**src/logic/bai_pkg.sv**
```systemverilog
// constants for the adapter interrupt controller
// Overview of operation
// - all requests leave on one shared pin
// - byte 0x3C holds firmware routing level
// - seven sources merge onto the output: four normal, three error flags
// - control bit 7 shows output active
// - bit 5 gates errors, bit 6 others
// - control bits 2-0 pick cable line
// - command bit 5 sends transmitter interrupt
// - incoming transmitter interrupt shows remote bit 1
// - remote command bit 6 clears it
// - remote command bit 5 sends receiver interrupt
// - incoming receiver interrupt shows local bit 5
// - command bit 6 clears receiver interrupt
// - command bit 7 clears latched errors
// - flag remote bus error responses
// - flag transfers unfinished after 30 us
// - flag detected data errors
// - backplane levels 1-7 shown live in status
// - dma bit 2 enables done interrupt
// - clearing dma bit 1 acknowledges done
`default_nettype none
package bai_pkg;
  localparam logic [7:0] ADDR_CONTROL    = 8'h00;
  localparam logic [7:0] ADDR_LOCAL_CMD  = 8'h04;
  localparam logic [7:0] ADDR_LOCAL_STAT = 8'h08;
  localparam logic [7:0] ADDR_IRQ_STAT   = 8'h0C;
  localparam logic [7:0] ADDR_REMOTE_ST  = 8'h10;
  localparam logic [7:0] ADDR_REMOTE_CMD = 8'h14;
  localparam logic [7:0] ADDR_DMA_CMD    = 8'h18;
  localparam logic [7:0] ADDR_ROUTING    = 8'h3C;

  localparam int BIT_ACTIVE     = 7;
  localparam int BIT_NORMAL_EN  = 6;
  localparam int BIT_ERROR_EN   = 5;
  localparam int BIT_SEL_HI     = 2;
  localparam int BIT_SEND_XMIT  = 5;
  localparam int BIT_ACK_RECV   = 6;
  localparam int BIT_ACK_ERR    = 7;
  localparam int BIT_RECV_PEND  = 5;
  localparam int BIT_BUS_ERR    = 0;
  localparam int BIT_TIMEOUT    = 1;
  localparam int BIT_DATA_ERR   = 2;
  localparam int BIT_XMIT_PEND  = 1;
  localparam int BIT_SEND_RECV  = 5;
  localparam int BIT_ACK_XMIT   = 6;
  localparam int BIT_DMA_IRQ_EN = 2;
  localparam int BIT_DMA_DONE   = 1;

  localparam logic [7:0] RESET_CONTROL = 8'h00;
  localparam logic [7:0] RESET_ROUTING = 8'hFF;
  localparam logic [7:0] RESET_BYTE    = 8'h00;

  localparam int CLOCK_MHZ       = 25;
  localparam int TIMEOUT_US      = 30;
  localparam int TIMEOUT_CYCLES  = TIMEOUT_US * CLOCK_MHZ;
  localparam logic [9:0] TIMEOUT_LAST = 10'(TIMEOUT_CYCLES - 1);

  typedef enum logic [0:0] {
    XFER_IDLE,
    XFER_BUSY
  } bai_xfer_type;
endpackage : bai_pkg
`default_nettype wire

```
**src/logic/bai_irq_ctrl.sv**
```systemverilog
// interrupt merge, programmed interrupts and error flags of the adapter
`default_nettype none
module bai_irq_ctrl (
  input  wire logic       clock,
  input  wire logic       resetn,
  input  wire logic       regWrite,
  input  wire logic       regRead,
  input  wire logic [7:0] regAddr,
  input  wire logic [7:0] regWdata,
  output logic      [7:0] regRdata,
  output logic            intaOut,
  output logic            intaOeN,
  input  wire logic [7:1] cableIrqIn,
  output logic      [7:1] cableIrqOut,
  input  wire logic       xmitIrqIn,
  input  wire logic       xmitAckIn,
  output logic            recvIrqOut,
  input  wire logic       recvIrqIn,
  input  wire logic       xferStart,
  input  wire logic       xferDone,
  input  wire logic       xferBusErr,
  input  wire logic       xferDataErr,
  input  wire logic       dmaEnd
);

  ////////////////////////////////////////////////////////////////////////////
  function automatic logic hit(input logic [7:0] a, input logic [7:0] want);
    hit = (a == want);
  endfunction : hit

  logic [7:0]             control;
  logic [7:0]             routing;
  logic                   xmitPend;
  logic                   xmitSent;
  logic                   recvPend;
  logic                   busErr;
  logic                   timeoutErr;
  logic                   dataErr;
  logic                   dmaIrqEn;
  logic                   dmaDone;
  logic [9:0]             waitCount;
  bai_pkg::bai_xfer_type  xferState;
  logic                   anyError;
  logic                   anyNormal;
  logic                   irqActive;
  logic                   timeoutHit;
  logic [7:0]             next_rdata;

  logic wrControl;
  logic wrLocalCmd;
  logic wrRemoteCmd;
  logic wrDmaCmd;
  logic wrRouting;

  assign wrControl   = regWrite && hit(regAddr, bai_pkg::ADDR_CONTROL);
  assign wrLocalCmd  = regWrite && hit(regAddr, bai_pkg::ADDR_LOCAL_CMD);
  assign wrRemoteCmd = regWrite && hit(regAddr, bai_pkg::ADDR_REMOTE_CMD);
  assign wrDmaCmd    = regWrite && hit(regAddr, bai_pkg::ADDR_DMA_CMD);
  assign wrRouting   = regWrite && hit(regAddr, bai_pkg::ADDR_ROUTING);

  ////////////////////////////////////////////////////////////////////////////
  // control byte; bit 7 is never stored, it reads the live output
  always_ff @(posedge clock) begin
    if (!resetn) begin
      control <= bai_pkg::RESET_CONTROL;
    end else if (wrControl) begin
      control <= {1'b0, regWdata[6:0]};
    end
  end

  always_ff @(posedge clock) begin
    if (!resetn) begin
      routing <= bai_pkg::RESET_ROUTING;
    end else if (wrRouting) begin
      routing <= regWdata;
    end
  end

  ////////////////////////////////////////////////////////////////////////////
  // outgoing transmitter interrupt, held until the far side takes it
  // select zero drops the send; holding it would fire later on a new line
  always_ff @(posedge clock) begin
    if (!resetn) begin
      xmitSent <= 1'b0;
    end else if (wrLocalCmd && regWdata[bai_pkg::BIT_SEND_XMIT] &&
                 control[bai_pkg::BIT_SEL_HI:0] != 3'h0) begin
      xmitSent <= 1'b1;
    end else if (xmitAckIn) begin
      xmitSent <= 1'b0;
    end
  end

  // select 000 sends nothing: no line matches code zero
  generate
    for (genvar i = 1; i <= 7; i++) begin : g_line
      assign cableIrqOut[i] = xmitSent &&
        (control[bai_pkg::BIT_SEL_HI:0] == 3'(i));
    end
  endgenerate

  always_ff @(posedge clock) begin
    if (!resetn) begin
      recvIrqOut <= 1'b0;
    end else begin
      recvIrqOut <= wrRemoteCmd && regWdata[bai_pkg::BIT_SEND_RECV];
    end
  end

  ////////////////////////////////////////////////////////////////////////////
  // incoming programmed interrupts; a new arrival beats a same-cycle ack
  always_ff @(posedge clock) begin
    if (!resetn) begin
      xmitPend <= 1'b0;
    end else if (xmitIrqIn) begin
      xmitPend <= 1'b1;
    end else if (wrRemoteCmd && regWdata[bai_pkg::BIT_ACK_XMIT]) begin
      xmitPend <= 1'b0;
    end
  end

  always_ff @(posedge clock) begin
    if (!resetn) begin
      recvPend <= 1'b0;
    end else if (recvIrqIn) begin
      recvPend <= 1'b1;
    end else if (wrLocalCmd && regWdata[bai_pkg::BIT_ACK_RECV]) begin
      recvPend <= 1'b0;
    end
  end

  ////////////////////////////////////////////////////////////////////////////
  // transfer watchdog; a late completion after timeout is ignored
  assign timeoutHit = (xferState == bai_pkg::XFER_BUSY) && !xferDone &&
                      (waitCount == bai_pkg::TIMEOUT_LAST);

  always_ff @(posedge clock) begin
    if (!resetn) begin
      xferState <= bai_pkg::XFER_IDLE;
      waitCount <= 10'h000;
    end else begin
      case (xferState)
        bai_pkg::XFER_IDLE: begin
          waitCount <= 10'h000;
          if (xferStart) begin
            xferState <= bai_pkg::XFER_BUSY;
          end
        end
        bai_pkg::XFER_BUSY: begin
          waitCount <= waitCount + 10'h001;
          if (xferDone || timeoutHit) begin
            xferState <= bai_pkg::XFER_IDLE;
            waitCount <= 10'h000;
          end
        end
        default: begin
          xferState <= bai_pkg::XFER_IDLE;
          waitCount <= 10'h000;
        end
      endcase
    end
  end

  ////////////////////////////////////////////////////////////////////////////
  // error flags are sticky; an error in the ack cycle survives
  logic ackErr;
  assign ackErr = wrLocalCmd && regWdata[bai_pkg::BIT_ACK_ERR];

  always_ff @(posedge clock) begin
    if (!resetn) begin
      busErr <= 1'b0;
    end else if (xferBusErr) begin
      busErr <= 1'b1;
    end else if (ackErr) begin
      busErr <= 1'b0;
    end
  end

  always_ff @(posedge clock) begin
    if (!resetn) begin
      timeoutErr <= 1'b0;
    end else if (timeoutHit) begin
      timeoutErr <= 1'b1;
    end else if (ackErr) begin
      timeoutErr <= 1'b0;
    end
  end

  always_ff @(posedge clock) begin
    if (!resetn) begin
      dataErr <= 1'b0;
    end else if (xferDataErr) begin
      dataErr <= 1'b1;
    end else if (ackErr) begin
      dataErr <= 1'b0;
    end
  end

  ////////////////////////////////////////////////////////////////////////////
  // dma done; software clears it by writing the bit as zero
  always_ff @(posedge clock) begin
    if (!resetn) begin
      dmaIrqEn <= 1'b0;
    end else if (wrDmaCmd) begin
      dmaIrqEn <= regWdata[bai_pkg::BIT_DMA_IRQ_EN];
    end
  end

  always_ff @(posedge clock) begin
    if (!resetn) begin
      dmaDone <= 1'b0;
    end else if (dmaEnd) begin
      dmaDone <= 1'b1;
    end else if (wrDmaCmd && !regWdata[bai_pkg::BIT_DMA_DONE]) begin
      dmaDone <= 1'b0;
    end
  end

  ////////////////////////////////////////////////////////////////////////////
  // merge; no latch, so the pin drops as soon as all are acknowledged
  assign anyError  = busErr || timeoutErr || dataErr;
  assign anyNormal = (|cableIrqIn) || xmitPend || recvPend ||
                     (dmaIrqEn && dmaDone);
  assign irqActive = (control[bai_pkg::BIT_ERROR_EN] && anyError) ||
                     (control[bai_pkg::BIT_NORMAL_EN] && anyNormal);

  // open drain: only ever pulls low
  assign intaOut = 1'b0;
  assign intaOeN = !irqActive;

  ////////////////////////////////////////////////////////////////////////////
  // read data registered: one cycle after the read strobe
  always_comb begin
    next_rdata = bai_pkg::RESET_BYTE;
    case (regAddr)
      bai_pkg::ADDR_CONTROL: begin
        next_rdata = {irqActive, control[6:0]};
      end
      bai_pkg::ADDR_LOCAL_STAT: begin
        next_rdata[bai_pkg::BIT_RECV_PEND] = recvPend;
        next_rdata[bai_pkg::BIT_BUS_ERR]   = busErr;
        next_rdata[bai_pkg::BIT_TIMEOUT]   = timeoutErr;
        next_rdata[bai_pkg::BIT_DATA_ERR]  = dataErr;
      end
      bai_pkg::ADDR_IRQ_STAT: begin
        next_rdata = {cableIrqIn, 1'b0};
      end
      bai_pkg::ADDR_REMOTE_ST: begin
        next_rdata[bai_pkg::BIT_XMIT_PEND] = xmitPend;
      end
      bai_pkg::ADDR_DMA_CMD: begin
        next_rdata[bai_pkg::BIT_DMA_IRQ_EN] = dmaIrqEn;
        next_rdata[bai_pkg::BIT_DMA_DONE]   = dmaDone;
      end
      bai_pkg::ADDR_ROUTING: begin
        next_rdata = routing;
      end
      default: begin
        next_rdata = bai_pkg::RESET_BYTE;
      end
    endcase
  end

  always_ff @(posedge clock) begin
    if (!resetn) begin
      regRdata <= bai_pkg::RESET_BYTE;
    end else if (regRead) begin
      regRdata <= next_rdata;
    end
  end

  // checker count of cycles since a start with no completion seen
  logic [9:0] quietCount;
  always_ff @(posedge clock) begin
    if (!resetn) begin
      quietCount <= 10'h000;
    end else if (xferState == bai_pkg::XFER_IDLE && xferStart) begin
      quietCount <= 10'h001;
    end else if (xferDone) begin
      quietCount <= 10'h000;
    end else if (quietCount != 10'h000 && quietCount != 10'h3FF) begin
      quietCount <= quietCount + 10'h001;
    end
  end
endmodule : bai_irq_ctrl
`default_nettype wire

```
**config.mk**
```make
export PLATFORM = sky130hd
export DESIGN_NAME = bai_irq_ctrl
export DESIGN_NICKNAME = d
export VERILOG_FILES = /design/src/logic/bai_pkg.sv /design/src/logic/bai_irq_ctrl.sv
export SDC_FILE = /design/constraint.sdc
export NUM_CORES = 1
export LEC_CHECK = 0
export BUFFER_PORTS_ARGS = -buffer_cell sky130_fd_sc_hd__clkbuf_2
export CAP_MARGIN = 30
export CORE_MARGIN = 5
export CORE_UTILIZATION = 54
export CTS_BUF_LIST = sky130_fd_sc_hd__clkbuf_8
export DETAILED_ROUTE_END_ITERATION = 8
export PLACE_DENSITY = 0.83
export SLEW_MARGIN = 15
export SYNTH_ARGS = -nofsm -noshare
export SYNTH_HDL_FRONTEND = slang
export SYNTH_SLANG_ARGS = --single-unit
```
**constraint.sdc**
```tcl
create_clock -name clock -period 4.6 [get_ports clock]
set_input_delay 0.46 -clock clock [delete_from_list [all_inputs] [get_ports clock]]
set_output_delay 0.46 -clock clock [all_outputs]
set_load 0.005 [all_outputs]
```
; ---- Yosys cells after proc, flatten, opt, wreduce, memory -nomap -nowiden
; Cells that the tools add are included.
[word_totals]
out_inout_bits = 18
ff_bits = 43
input_bits = 35
wordCells = 98
[op_classes]
muxes = 23
n_reduce_logical = 44
eq_ne = 15
addsub = 1
n_bitwise = 1
[ops]
columns = cell, n
row1 = 8-bit by 5-bit equality test with 1-bit output (second input constant), 3
row2 = 1-bit logical AND, 24
row3 = 10-bit one-hot mux with 2 select lines, 1
row4 = 8-bit by 4-bit equality test with 1-bit output (second input constant), 2
row5 = 1-bit 2-to-1 mux, 14
row6 = 2-bit nonzero test, 7
row7 = 3-bit equality test (second input constant), 4
row8 = 2-bit one-hot mux with 3 select lines, 2
row9 = 10-bit by 1-bit adder with 10-bit output (second input constant), 1
row10 = 10-bit equality test (second input constant), 1
row11 = 10-bit 2-to-1 mux, 1
row12 = 8-bit by 3-bit equality test with 1-bit output (second input constant), 1
row13 = 8-bit by 6-bit equality test with 1-bit output (second input constant), 1
row14 = 8-bit zero test, 1
row15 = 1-bit logical OR, 7
row16 = 7-bit OR reduction, 1
row17 = 3-bit by 2-bit equality test with 1-bit output (second input constant), 2
row18 = 1-bit one-hot mux with 6 select lines, 1
row19 = 1-bit one-hot mux with 5 select lines, 1
row20 = 1-bit one-hot mux with 4 select lines, 1
row21 = 3-bit by 1-bit equality test with 1-bit output (second input constant), 1
row22 = 1-bit zero test, 3
row23 = 1-bit one-hot mux with 3 select lines, 1
row24 = 3-bit nonzero test, 1
row25 = other kinds (2), 2

; ---- Logic depth before layout (Yosys ltp)
; Gate-level depths: netlist of the first run.
[depth]
word_depth = 7
ltp_mapped = 7
mapped_depth_nobuf = 6

; ---- Worst setup path after synthesis of the first run
; Ideal clock, no wire load.
[synth_path]
path_kind = in2reg
startpoint = in regAddr[5]
endpoint = reg busErr
required_ps = 4485
arrival_time_ps = 1727
path_slack_ps = 2758
cell_stages = 5
setup_ps = 115
n_path_buf = 1
path_cell_list = buf_2 -> or4_4 -> nor4_4 -> a21boi_0 -> o21a_1
[synth_via]
elab_chain_len = 4
[synth_lines]
columns = item, line_no
row1 = start: declaration, bai_irq_ctrl.sv:8  ; input wire logic [7:0] regAddr,
row2 = 8-bit by 3-bit equality test with 1-bit output, bai_irq_ctrl.sv:28  ; hit = (a == want);
row3 = 1-bit logical AND, bai_irq_ctrl.sv:56  ; assign wrLocalCmd = regWrite && hit(regAddr, bai_pkg::ADDR_LOCAL_CMD);
row4 = 1-bit logical AND, bai_irq_ctrl.sv:166  ; assign ackErr = wrLocalCmd && regWdata[bai_pkg::BIT_ACK_ERR];
row5 = 2-bit nonzero test (no source line), n/a
row6 = end signal: assignment, bai_irq_ctrl.sv:170  ; busErr <= 1'b0;
row7 = end signal: assignment, bai_irq_ctrl.sv:172  ; busErr <= 1'b1;
row8 = end signal: assignment, bai_irq_ctrl.sv:174  ; busErr <= 1'b0;
row9 = end: declaration, bai_irq_ctrl.sv:36  ; logic busErr;
; Every way passes these cells.
; A chain may end at the register's enable or synchronous reset.

; ---- Worst setup path after layout of the first run
[layout_path]
startpoint = reg dmaIrqEn
endpoint = out intaOeN
[layout_via]
elab_chain_len = 5
[layout_lines]
columns = item, line_no
row1 = start: declaration, bai_irq_ctrl.sv:39  ; logic dmaIrqEn;
row2 = start signal: assignment, bai_irq_ctrl.sv:204  ; dmaIrqEn <= regWdata[bai_pkg::BIT_DMA_IRQ_EN];
row3 = 1-bit logical AND, bai_irq_ctrl.sv:222  ; (dmaIrqEn && dmaDone);
row4 = 1-bit logical OR, bai_irq_ctrl.sv:221  ; assign anyNormal = (|cableIrqIn) || xmitPend || recvPend ||
row5 = 1-bit logical AND, bai_irq_ctrl.sv:224  ; (control[bai_pkg::BIT_NORMAL_EN] && anyNormal);
row6 = 1-bit logical OR, bai_irq_ctrl.sv:223  ; assign irqActive = (control[bai_pkg::BIT_ERROR_EN] && anyError) ||
row7 = 1-bit zero test, bai_irq_ctrl.sv:228  ; assign intaOeN = !irqActive;
row8 = end: declaration, bai_irq_ctrl.sv:12  ; output logic intaOeN,
; Every way passes these cells.

==> qor.txt, run 1 <==
===============================================================================================
Setup violation total in the final timing report .................................            0
Die boundary width ...............................................................      73.6 um
Final sum of negative setup slack ................................................         0 ps
Number of antenna violations at the first check in global routing ................            0
Cell area after synthesis ........................................................    2180 um^2
Area growth from synthesis to layout .............................................        15.9%
Quantity of hold-fixing buffers added after cts ..................................            0
Yosys synthesis warning count ....................................................            0
Layout Cell Area excl Fill .......................................................    2530 um^2
Global routing usage summed across all routing layers ............................        21.1%
Number of maximum-capacitance constraint violations ..............................            0
GRT overflow .....................................................................            0
Kind of end point of the critical path ...........................................  output port
Number of global-route vias before repair ........................................         1873
Clock insertion delay at the later pin of the skew report ........................       300 ps
Critical R2R Capture .............................................................    xferState
Largest net degree at the start of global routing ................................           34
Number of detailed-route iterations in the first pass ............................            4
Average via count per standard cell ..............................................         5.82
Fraction of layout instances using a drive strength above 1 ......................        21.9%
Share of synthesized flip-flops with an asynchronous set or reset ................           0%
Area fraction of the dominant cell type after synthesis ..........................        39.5%
Worst hold margin ................................................................       370 ps
Setup CP Type ....................................................................      reg2out
Number of nets produced by synthesis .............................................          297
Most common cell in the netlist ..................................................      dfxtp_1
Gpl congestion ...................................................................        0.899
Setup ws final ...................................................................      2740 ps
Die Span Y .......................................................................      73.6 um
Cells after Synth ................................................................          260
Peak VDD IR ......................................................................       225 uV
Diode count ......................................................................            0
Achievable Freq ..................................................................      537 MHz
Total power after layout .........................................................   0.000732 W
Routed length per placed instance ................................................      14.9 um
Synth unique cells ...............................................................           54
Number of flip-flops and latches in the synthesized netlist ......................           43
Fill cell total of the finished layout ...........................................          351
Area of combinational cells with multiple inputs .................................    1220 um^2
Buffer levels on the longest clock path ..........................................            2
Mean instance size in the synthesized netlist ....................................    8.39 um^2
Startpoint of the lowest-slack register-to-register path ......................... waitCount[0]
CTS-repair resized insts .........................................................            0
Post-route ant nets ..............................................................            0
Worst-path fanout max ............................................................            3
Worst path arrival time ..........................................................      1400 ps
CP required ......................................................................      4140 ps
Final worst-path cycle share .....................................................        40.5%
Total count of hold-check failures in the final report ...........................            0
Number of pins exceeding their max-slew limit in the final report ................            0
Leakage dissipation ..............................................................     0.983 nW
Worst Tran Pin Value .............................................................       769 ps
CTS tree .........................................................................         done
Clock input transition at the sequential cells of the worst setup and hold paths .        80 ps
Clock net sink count .............................................................           43
End point of the most critical hold path .........................................      dataErr
Core region area .................................................................    3970 um^2
Predominant post-synthesis flop cell .............................................      dfxtp_1
Number of buffers inserted by post-CTS setup repair ..............................            0
Cell types with the highest counts after synthesis ............................... dfxtp_1, nand3_1, nand2_1
Min-Delay Path Class .............................................................       in2reg
Headroom to the max-slew limit ...................................................        48.5%
Beginning of the worst hold path .................................................  xferDataErr
Final nets .......................................................................          339
Sequential area share after synthesis ............................................        39.5%
Register-to-Register Path Depth ..................................................            5
Global-route wire length before repair ...........................................      8910 um
Overall via count from detail_route ..............................................         2050
# DRC ............................................................................            0
Starting Density .................................................................        54.9%
Clock skew .......................................................................      5.81 ps
Setup repair after global routing missed its margin ..............................        false
Post-detail-place hpwl ...........................................................      3880 um
Area after DPL ...................................................................    2420 um^2
Total I/O pin count ..............................................................           53
DP Worst Slack ...................................................................      2470 ps
Power Dens Cells .................................................................  289 nW/um^2
Count of buffers inserted at the top-level ports .................................           51
Area of the die ..................................................................    5410 um^2
DRC violation total after the first TritonRoute iteration ........................          301
Final min period .................................................................      1860 ps
Final wirelength .................................................................      5250 um
Result of the run ................................................................ finished, final reports clean
EDFF count, synth ................................................................            0
Top cells by area in the synthesized netlist ..................................... dfxtp_1, nand3_1, nand2_1
CTS Root Buffer Type .............................................................     clkbuf_8
Element type at the critical path start ..........................................     register
Cells on Worst Hold Path .........................................................            2
Number of buffers created by CTS .................................................            5
Footprint of the flip-flops and latches ..........................................     861 um^2
Largest area contributor in the netlist ..........................................      dfxtp_1
Total number of placement rows ...................................................           23
H-tree levels ....................................................................            2
Minimum setup slack among reg-to-reg paths .......................................      2850 ps
===============================================================================================
==> worst max-delay path, stage by stage (launching register included) <==
cell and delay (ps):
dfxtp_1 340, a211oi_1 360, a31oi_1 160, nor2_1 130, clkbuf_2 130
==> stage by stage <==
stage | utilization (%) | cells
global placement | 61.0 | 345
detailed placement | 61.0 | 345
global route | 63.7 | 352
finish | 63.7 | 352
floorplan | - | 260
CTS | 63.7 | 352
==> metal layers <==
layer	vias to the layer above	GRT usage, %	share of wire [%]	routed length [um]
met2	86	31.3	44	2300
met4	0	7.85	2.4	125
li1	1020	-	-	-
met5	-	0	0	0
met3	16	6.29	8.3	436
met1	928	28.7	46	2390
==> sequential cells by signal, indices dropped and copies added, names as in the netlist <==
register / cells
dmaIrqEn: 1
routing: 8
recvIrqOut: 1
control: 7
dmaDone: 1
xferState: 1
dataErr: 1
xmitPend: 1
waitCount: 10
xmitSent: 1
timeoutErr: 1
regRdata: 8
recvPend: 1
busErr: 1
==> area by class of cell <==
cell class                      instances  area share [%]
Inverter                                6           0.891
Multi-Input combinational cell        195            48.3
Clock buffer                            5            2.72
Timing Repair Buffer                   51            10.1
Tap cell                               50            2.47
Sequential cell                        43            34.0
Clock inverter                          2            1.48
==> power breakdown <==
| group | switching, W | internal, W |
|---|---|---|
| registers | 0.00000469 | 0.000378 |
| clock network | 0.000127 | 0.000159 |
| logic | 0.0000377 | 0.0000264 |
==> cells in the final DEF, fill, tap and decap left out, types with 3 or more instances in the layout <==
cell       Yosys  final
a21boi_0      13     13
o21a_1         6      6
nand2_1       28     28
o2bb2ai_1      3      3
nand4_1        6      6
a31oi_1        4      4
and3_1         6      6
o21ai_0        5      5
nand3_1       31     31
clkbuf_2       0     51
nor3_1         4      4
clkbuf_8       0      5
nor2_1        25     25
nand2b_1       4      4
nor2b_1        4      4
dfxtp_1       43     43
a22oi_1        5      5
a22o_1         3      3
xnor2_1        7      7
inv_1          6      6
==> cell families (layout without fill, tap and decap cells) <==
logic type,after synthesis,after routing,synth area share [%]
mux,3,3,1.49
simple gates,126,126,30.8
other cells,1,1,0.172
fa+ha+maj,2,2,1.15
buf+inv,22,64,4.53
compound gates,54,54,18.8
flops,43,43,39.5
xor+xnor,9,9,3.61
==> worst max-delay path by stage <==
stage | cells after the start | from | to | slack (ps)
4_1_cts | 4 | dmaIrqEn | intaOeN | 2710
3_5_place_dp | 5 | regAddr[4] | busErr | 2470
6_report | 4 | dmaIrqEn | intaOeN | 2740
3_3_place_gp | 5 | regAddr[4] | busErr | 2530
2_1_floorplan | 5 | regAddr[5] | busErr | 2760
5_1_grt | 5 | regAddr[4] | regRdata[0] | 2630
(Power assumes the default switching activity.)
==> inputs of run 2 (changes only) <==
clock period = 1.9 ns   (was 4.6 ns; I/O delays follow)
==> run 2 against run 1 <==
  * Critical path depth up 2
  * Design area up 1.8%
  * Clock power increased by 120%
  * Via count up 2.4%
  * Non-clock buffer count grew 7
  * Clock skew is 0.70 ps lower
  * Cell count up 2.3%
  * Combinational power rose to 2.5 times the previous value
  * Sequential share of layout area fell by 0.61 points
  * Clock-buffer cell count up 2
  * Critical path type is now reg2reg
==> qor.txt, run 2 (synthesis results as in run 1) <==
===============================================================================================
# DRC ............................................................................            0   unchanged
Number of flip-flops in the largest register .....................................           10   unchanged
DRC violation total after the first TritonRoute iteration ........................          276   -8.3%
Setup CP Type ....................................................................      reg2reg
Element type at the critical path start ..........................................     register
Fill cell total of the finished layout ...........................................          340   -3.1%
Peak VDD IR ......................................................................       537 uV   +140%
Number of global-route vias before repair ........................................         1975   +5.4%
Library cell contributing the largest single delay on the critical path ..........        or4_1
Met1 track demand over resource in global routing ................................        27.6%   -1.2 points
Die boundary width ...............................................................      73.6 um   unchanged
Result of the run ................................................................ finished, final reports clean
Clock insertion delay at the later pin of the skew report ........................       290 ps   about the same
Number of buffers inserted by post-CTS setup repair ..............................            0   unchanged
Final min period .................................................................      1610 ps
CTS Root Buffer Type .............................................................     clkbuf_8
Fraction of layout instances using a drive strength above 1 ......................        23.5%   +1.7 points
End point of the most critical hold path .........................................     xmitPend
H-tree levels ....................................................................            2   unchanged
Chain of cells forming the critical path ......................................... ha_1, nand4_1, or4_1, nand4b_1, buf_4, o21ai_0
Largest reg by FF count ..........................................................    waitCount
Count of buffers inserted at the top-level ports .................................           51   unchanged
Register-to-Register Path Depth ..................................................            6   +1
Number of detailed-route iterations in the first pass ............................            5   +1
Final nets .......................................................................          346   +2.1%
Combinational fraction of design power ...........................................         9.5%   +0.7 points
Achievable Freq ..................................................................      623 MHz
Number of antenna violations at the first check in global routing ................            0   unchanged
Global routing met3 resource utilization .........................................        4.79%   -1.5 points
Clock input transition at the sequential cells of the worst setup and hold paths .        80 ps   about the same
Largest net degree at the start of global routing ................................           26   -24%
Post-detail-place hpwl ...........................................................      4100 um   +5.8%
GR peak layer ....................................................................         met2
Routing usage on met2 ............................................................        33.1%   +1.8 points
Kind of end point of the critical path ...........................................     register
Area after DPL ...................................................................    2470 um^2   +2.2%
Leakage dissipation ..............................................................      1.02 nW   +4.1%
Minimum setup slack among reg-to-reg paths .......................................       290 ps   -2560 ps
Worst path arrival time ..........................................................      1780 ps   +380 ps
Setup repair after global routing missed its margin ..............................        false
Area growth from synthesis to layout .............................................        18.1%
Area of the die ..................................................................    5410 um^2   unchanged
CTS tree .........................................................................         done
Total count of hold-check failures in the final report ...........................            0   unchanged
Design internal power ............................................................    0.00131 W   +130%
Setup violation total in the final timing report .................................            0   unchanged
Global-route wire length before repair ...........................................      8890 um   -0.30%
Number of buffers created by CTS .................................................            5   unchanged
Final sum of negative setup slack ................................................         0 ps   unchanged
Number of maximum-capacitance constraint violations ..............................            0   unchanged
Switching power of the nets ......................................................   0.000406 W   +140%
Clock skew .......................................................................      5.12 ps   -0.695 ps
Largest stage delay on the critical path .........................................       440 ps   +80 ps
Global routing usage summed across all routing layers ............................        20.8%   -0.30 points
Leading cell types in the layout, fill and taps excluded ......................... clkbuf_2, dfxtp_1, nand3_1, nand2_1, nor2_1
Critical R2R Capture .............................................................    xferState
Total I/O pin count ..............................................................           53   unchanged
Starting Density .................................................................        54.9%   unchanged
Largest registers ranked by flip-flop count ...................................... waitCount (10), regRdata (8), routing (8)
Number of pins exceeding their max-slew limit in the final report ................            0   unchanged
Cells on Worst Hold Path .........................................................            2   unchanged
Largest delay contributor family on the critical path ............................ simple AND/OR/NAND/NOR gates
Switching power share of the total ...............................................        23.6%   +0.49 points
CTS-repair resized insts .........................................................            0   unchanged
Post-route ant nets ..............................................................            0   unchanged
Min-Delay Path Class .............................................................       in2reg
Buffer levels on the longest clock path ..........................................            2   unchanged
Worst-path fanout max ............................................................           11   +8
Diode count ......................................................................            0   unchanged
Die Span Y .......................................................................      73.6 um   unchanged
Startpoint of the lowest-slack register-to-register path ......................... waitCount[0]
Final worst-path cycle share .....................................................        84.5%
Gpl congestion ...................................................................        0.922   +2.6%
Final wirelength .................................................................      5320 um   +1.4%
Buffer and inverter count on the worst path ......................................            1   unchanged
Clock net sink count .............................................................           43   unchanged
CP required ......................................................................      2080 ps   -2060 ps
Routed length per placed instance ................................................      14.8 um   -0.86%
Flop pwr share ...................................................................        53.9%   +1.7 points
Beginning of the worst hold path .................................................    xmitIrqIn
Power Dens Cells .................................................................  667 nW/um^2   +130%
Most common cell after layout, fill and taps aside ...............................     clkbuf_2
Core region area .................................................................    3970 um^2   unchanged
Total number of placement rows ...................................................           23   unchanged
Average via count per standard cell ..............................................         5.83   +0.11%
Overall via count from detail_route ..............................................         2099   +2.4%
Layout Cell Area excl Fill .......................................................    2570 um^2   +1.8%
Clock share of power .............................................................        36.6%   -2.4 points
Quantity of hold-fixing buffers added after cts ..................................            0   unchanged
GRT overflow .....................................................................            0   unchanged
===============================================================================================
## run 2: cell types whose count changed in the layout (fill, tap and decap cells not counted), sizes merged
cell,previous run,this run
buf,0,7
inv,6,7
clkinvlp,1,0
bufinv,1,0
clkbuf,56,58
## run 2: worst max-delay path by stage
stage / start / endpoint / depth (start not counted)
after floorplan: waitCount[0] / waitCount[2] / 6
after global routing: waitCount[0] / xferState / 6
final: waitCount[0] / xferState / 6
after detailed placement: regAddr[5] / busErr / 5
after global placement: regAddr[5] / busErr / 5
after CTS: waitCount[0] / xferState / 6
## run 2: layer usage
layer / part of all wire [%] / up-vias
li1: - / 1038
met1: 44 / 943
met2: 45 / 107
met3: 8.9 / 11
met4: 1.4 / 0
met5: 0 / -
## run 2: cell type report
type / count / area [um^2] / share of cell area, %
clock buffers: 7 / 96.3 / 3.74
clock inverters: 1 / 3.75 / 0.146
inverters: 6 / 22.5 / 0.875
multi-input cells: 195 / 1220 / 47.4
flip-flops and latches: 43 / 861 / 33.4
well taps: 50 / 62.6 / 2.43
repair buffers: 58 / 308 / 12.0
## run 2: worst register-to-register path: stages, from the launching register on
cell and delay (ps):
dfxtp_1 410, ha_1 170, nand4_1 80, or4_1 440
nand4b_1 130, buf_4 180, o21ai_0 90
## run 2: power groups by stage
| stage | Sequential, W | Combinational (W) | Clock, W |
|---|---|---|---|
| global route | 0.000927 | 0.000178 | 0.000679 |
| global placement | 0.000945 | 0.000158 | 0 |
| floorplan | 0.000943 | 0.0000920 | 0 |
| CTS | 0.000925 | 0.000161 | 0.000636 |
| detailed placement | 0.000946 | 0.000161 | 0 |
| finish | 0.000925 | 0.000163 | 0.000629 |
## run 2: stage by stage
stage / total power [W] / util [%] / setup slack [ps] / cells / hold WS [ps]
2_1_floorplan: 0.00103 / - / 309 / 260 / 314
3_3_place_gp: 0.00110 / 62.3 / 193 / 352 / 400
3_5_place_dp: 0.00111 / 62.3 / 173 / 352 / 410
4_1_cts: 0.00172 / 64.8 / 282 / 360 / 108
5_1_grt: 0.00178 / 64.8 / 203 / 360 / 108
6_report: 0.00172 / 64.8 / 295 / 360 / 110
==> inputs of run 3 (changes only) <==
clock period = 1.65 ns   (was 1.9 ns; I/O delays follow)
==> run 3 against run 2 <==
  * Setup slack lost 170 ps
  * Die area stayed put
  * Routed wire length increased by 3.5%
  * Non-clock buffer count increased by 13
  * Sequential cell count unchanged
  * Critical path depth is 1 higher
  * Clock skew is essentially flat
  * Largest cell class unchanged
  * Largest power group unchanged
  * Highest routed layer unchanged
==> qor.txt, run 3 (synthesis results as in run 1) <==
===============================================================================================
Element type at the critical path start ..........................................     register
Peak VDD IR ......................................................................       562 uV   +4.5%
CTS tree .........................................................................         done
Number of buffers inserted by post-CTS setup repair ..............................            0   unchanged
Buffer levels on the longest clock path ..........................................            2   unchanged
Min-Delay Path Class .............................................................       in2reg
Setup repair after global routing missed its margin ..............................        false
Final min period .................................................................      1530 ps   -76.1 ps
Total count of hold-check failures in the final report ...........................            0   unchanged
Number of flip-flops in the largest register .....................................           10   unchanged
Post-detail-place hpwl ...........................................................      4270 um   +4.0%
Largest reg by FF count ..........................................................    waitCount
DRC violation total after the first TritonRoute iteration ........................          148   -46%
Total power after layout .........................................................    0.00198 W   +15%
Power Dens Cells .................................................................  742 nW/um^2   +11%
Worst hold margin ................................................................      81.1 ps   -28.8 ps
Kind of end point of the critical path ...........................................     register
Area of the die ..................................................................    5410 um^2   unchanged
Number of maximum-capacitance constraint violations ..............................            0   unchanged
Post-route ant nets ..............................................................            0   unchanged
H-tree levels ....................................................................            2   unchanged
Largest delay contributor family on the critical path ............................ simple AND/OR/NAND/NOR gates
Average via count per standard cell ..............................................         5.83   about the same
Clock input transition at the sequential cells of the worst setup and hold paths .        80 ps   about the same
Core region area .................................................................    3970 um^2   unchanged
Clock insertion delay at the later pin of the skew report ........................       290 ps   about the same
CTS Root Buffer Type .............................................................     clkbuf_8
Setup violation total in the final timing report .................................            0   unchanged
Leakage dissipation ..............................................................      1.09 nW   +6.4%
Total I/O pin count ..............................................................           53   unchanged
Clock net sink count .............................................................           43   unchanged
Overall via count from detail_route ..............................................         2176   +3.7%
Leading cell types in the layout, fill and taps excluded ......................... clkbuf_2, dfxtp_1, nand3_1, nand2_1, nor2_1
Worst-path fanout max ............................................................            5   -6
Number of detailed-route iterations in the first pass ............................            4   -1
Buffer and inverter count on the worst path ......................................            2   +1
Largest stage delay on the critical path .........................................       430 ps   about the same
Achievable Freq ..................................................................      654 MHz   +5.0%
Count of buffers inserted at the top-level ports .................................           51   unchanged
Setup ws final ...................................................................       121 ps   -174 ps
Fraction of layout instances using a drive strength above 1 ......................        26.6%   +3.1 points
Area growth from synthesis to layout .............................................        22.5%
Global-route wire length before repair ...........................................      9400 um   +5.8%
GRT overflow .....................................................................            0   unchanged
Number of global-route vias before repair ........................................         2100   +6.3%
Largest net degree at the start of global routing ................................           18   -31%
# DRC ............................................................................            0   unchanged
Die boundary width ...............................................................      73.6 um   unchanged
Number of pins exceeding their max-slew limit in the final report ................            0   unchanged
Chain of cells forming the critical path ......................................... inv_1, ha_1, nand4_1, or4_1, nand4b_1, buf_4, o21ai_0
Largest registers ranked by flip-flop count ...................................... waitCount (10), regRdata (8), routing (8)
Total number of placement rows ...................................................           23   unchanged
Quantity of hold-fixing buffers added after cts ..................................            0   unchanged
CTS-repair resized insts .........................................................            0   unchanged
Fill cell total of the finished layout ...........................................          342   +0.59%
Gpl congestion ...................................................................        0.904   -1.9%
Global routing usage summed across all routing layers ............................        22.1%   +1.3 points
Number of buffers created by CTS .................................................            5   unchanged
Diode count ......................................................................            0   unchanged
Routed length per placed instance ................................................      14.8 um   -0.13%
Final worst-path cycle share .....................................................        92.7%   +8.2 points
Clock skew .......................................................................      4.76 ps   -0.358 ps
Starting Density .................................................................        54.9%   unchanged
Final wirelength .................................................................      5510 um   +3.5%
Final nets .......................................................................          359   +3.8%
CP required ......................................................................      1820 ps   -260 ps
Setup CP Type ....................................................................      reg2reg
Worst path arrival time ..........................................................      1700 ps   -80 ps
Library cell contributing the largest single delay on the critical path ..........        or4_1
Most common cell after layout, fill and taps aside ...............................     clkbuf_2
Result of the run ................................................................ finished, final reports clean
Number of antenna violations at the first check in global routing ................            0   unchanged
Die Span Y .......................................................................      73.6 um   unchanged
DP Worst Slack ...................................................................     -28.0 ps   -201 ps
===============================================================================================
-- run 3: metal layers --
| layer | part of all wire (%) | wire, um | vias to the layer above | GRT usage [%] |
|---|---|---|---|---|
| met3 | 8.2 | 453 | 12 | 6.02 |
| met1 | 43 | 2370 | 1015 | 27.7 |
| li1 | - | - | 1063 | - |
| met2 | 47 | 2580 | 86 | 36.3 |
| met4 | 1.9 | 104 | 0 | 7.44 |
| met5 | 0 | 0 | - | 0 |
-- run 3: path summary, 6_finish.rpt --
kind | from | to | slack (ps) | depth (start not counted)
setup / recovery | waitCount[1] | xferState | 120 | 7
hold / removal | xmitIrqIn | xmitPend | 80 | 2
setup reg to reg | waitCount[1] | xferState | 120 | 7
hold reg to reg | regRdata[0] | regRdata[0] | 460 | 2
-- run 3: final cells by class --
cell class | instances | area (um^2) | share of cell area (%)
Multi-Input combinational cell | 195 | 1220 | 45.7
Sequential cell | 43 | 861 | 32.2
Timing Repair Buffer | 71 | 405 | 15.2
Clock buffer | 7 | 96.3 | 3.60
Tap cell | 50 | 62.6 | 2.34
Inverter | 6 | 22.5 | 0.843
Clock inverter | 1 | 3.75 | 0.140
-- run 3: worst reg2reg max path, stage by stage (launching register included) --
cell and delay [ps]:
dfxtp_1 340, inv_1 60, ha_1 120, nand4_1 80
or4_1 430, nand4b_1 140, buf_4 150, o21ai_0 80
-- run 3: report_power, final --
part	internal (W)	leakage, nW	switching [W]
sequential	0.00105	0.349	0.0000120
clock	0.000376	0.0557	0.000342
combinational	0.0000914	0.684	0.000108
-- run 3: metrics by stage --
stage               std cells  util, %  cell area, um^2  TNS (ps)
global placement          365     64.8             2570         0
finish                    373     67.3             2670         0
floorplan                 260        -             2180         0
global route              373     67.3             2670         0
CTS                       373     67.3             2670         0
detailed placement        365     64.8             2570     -59.8
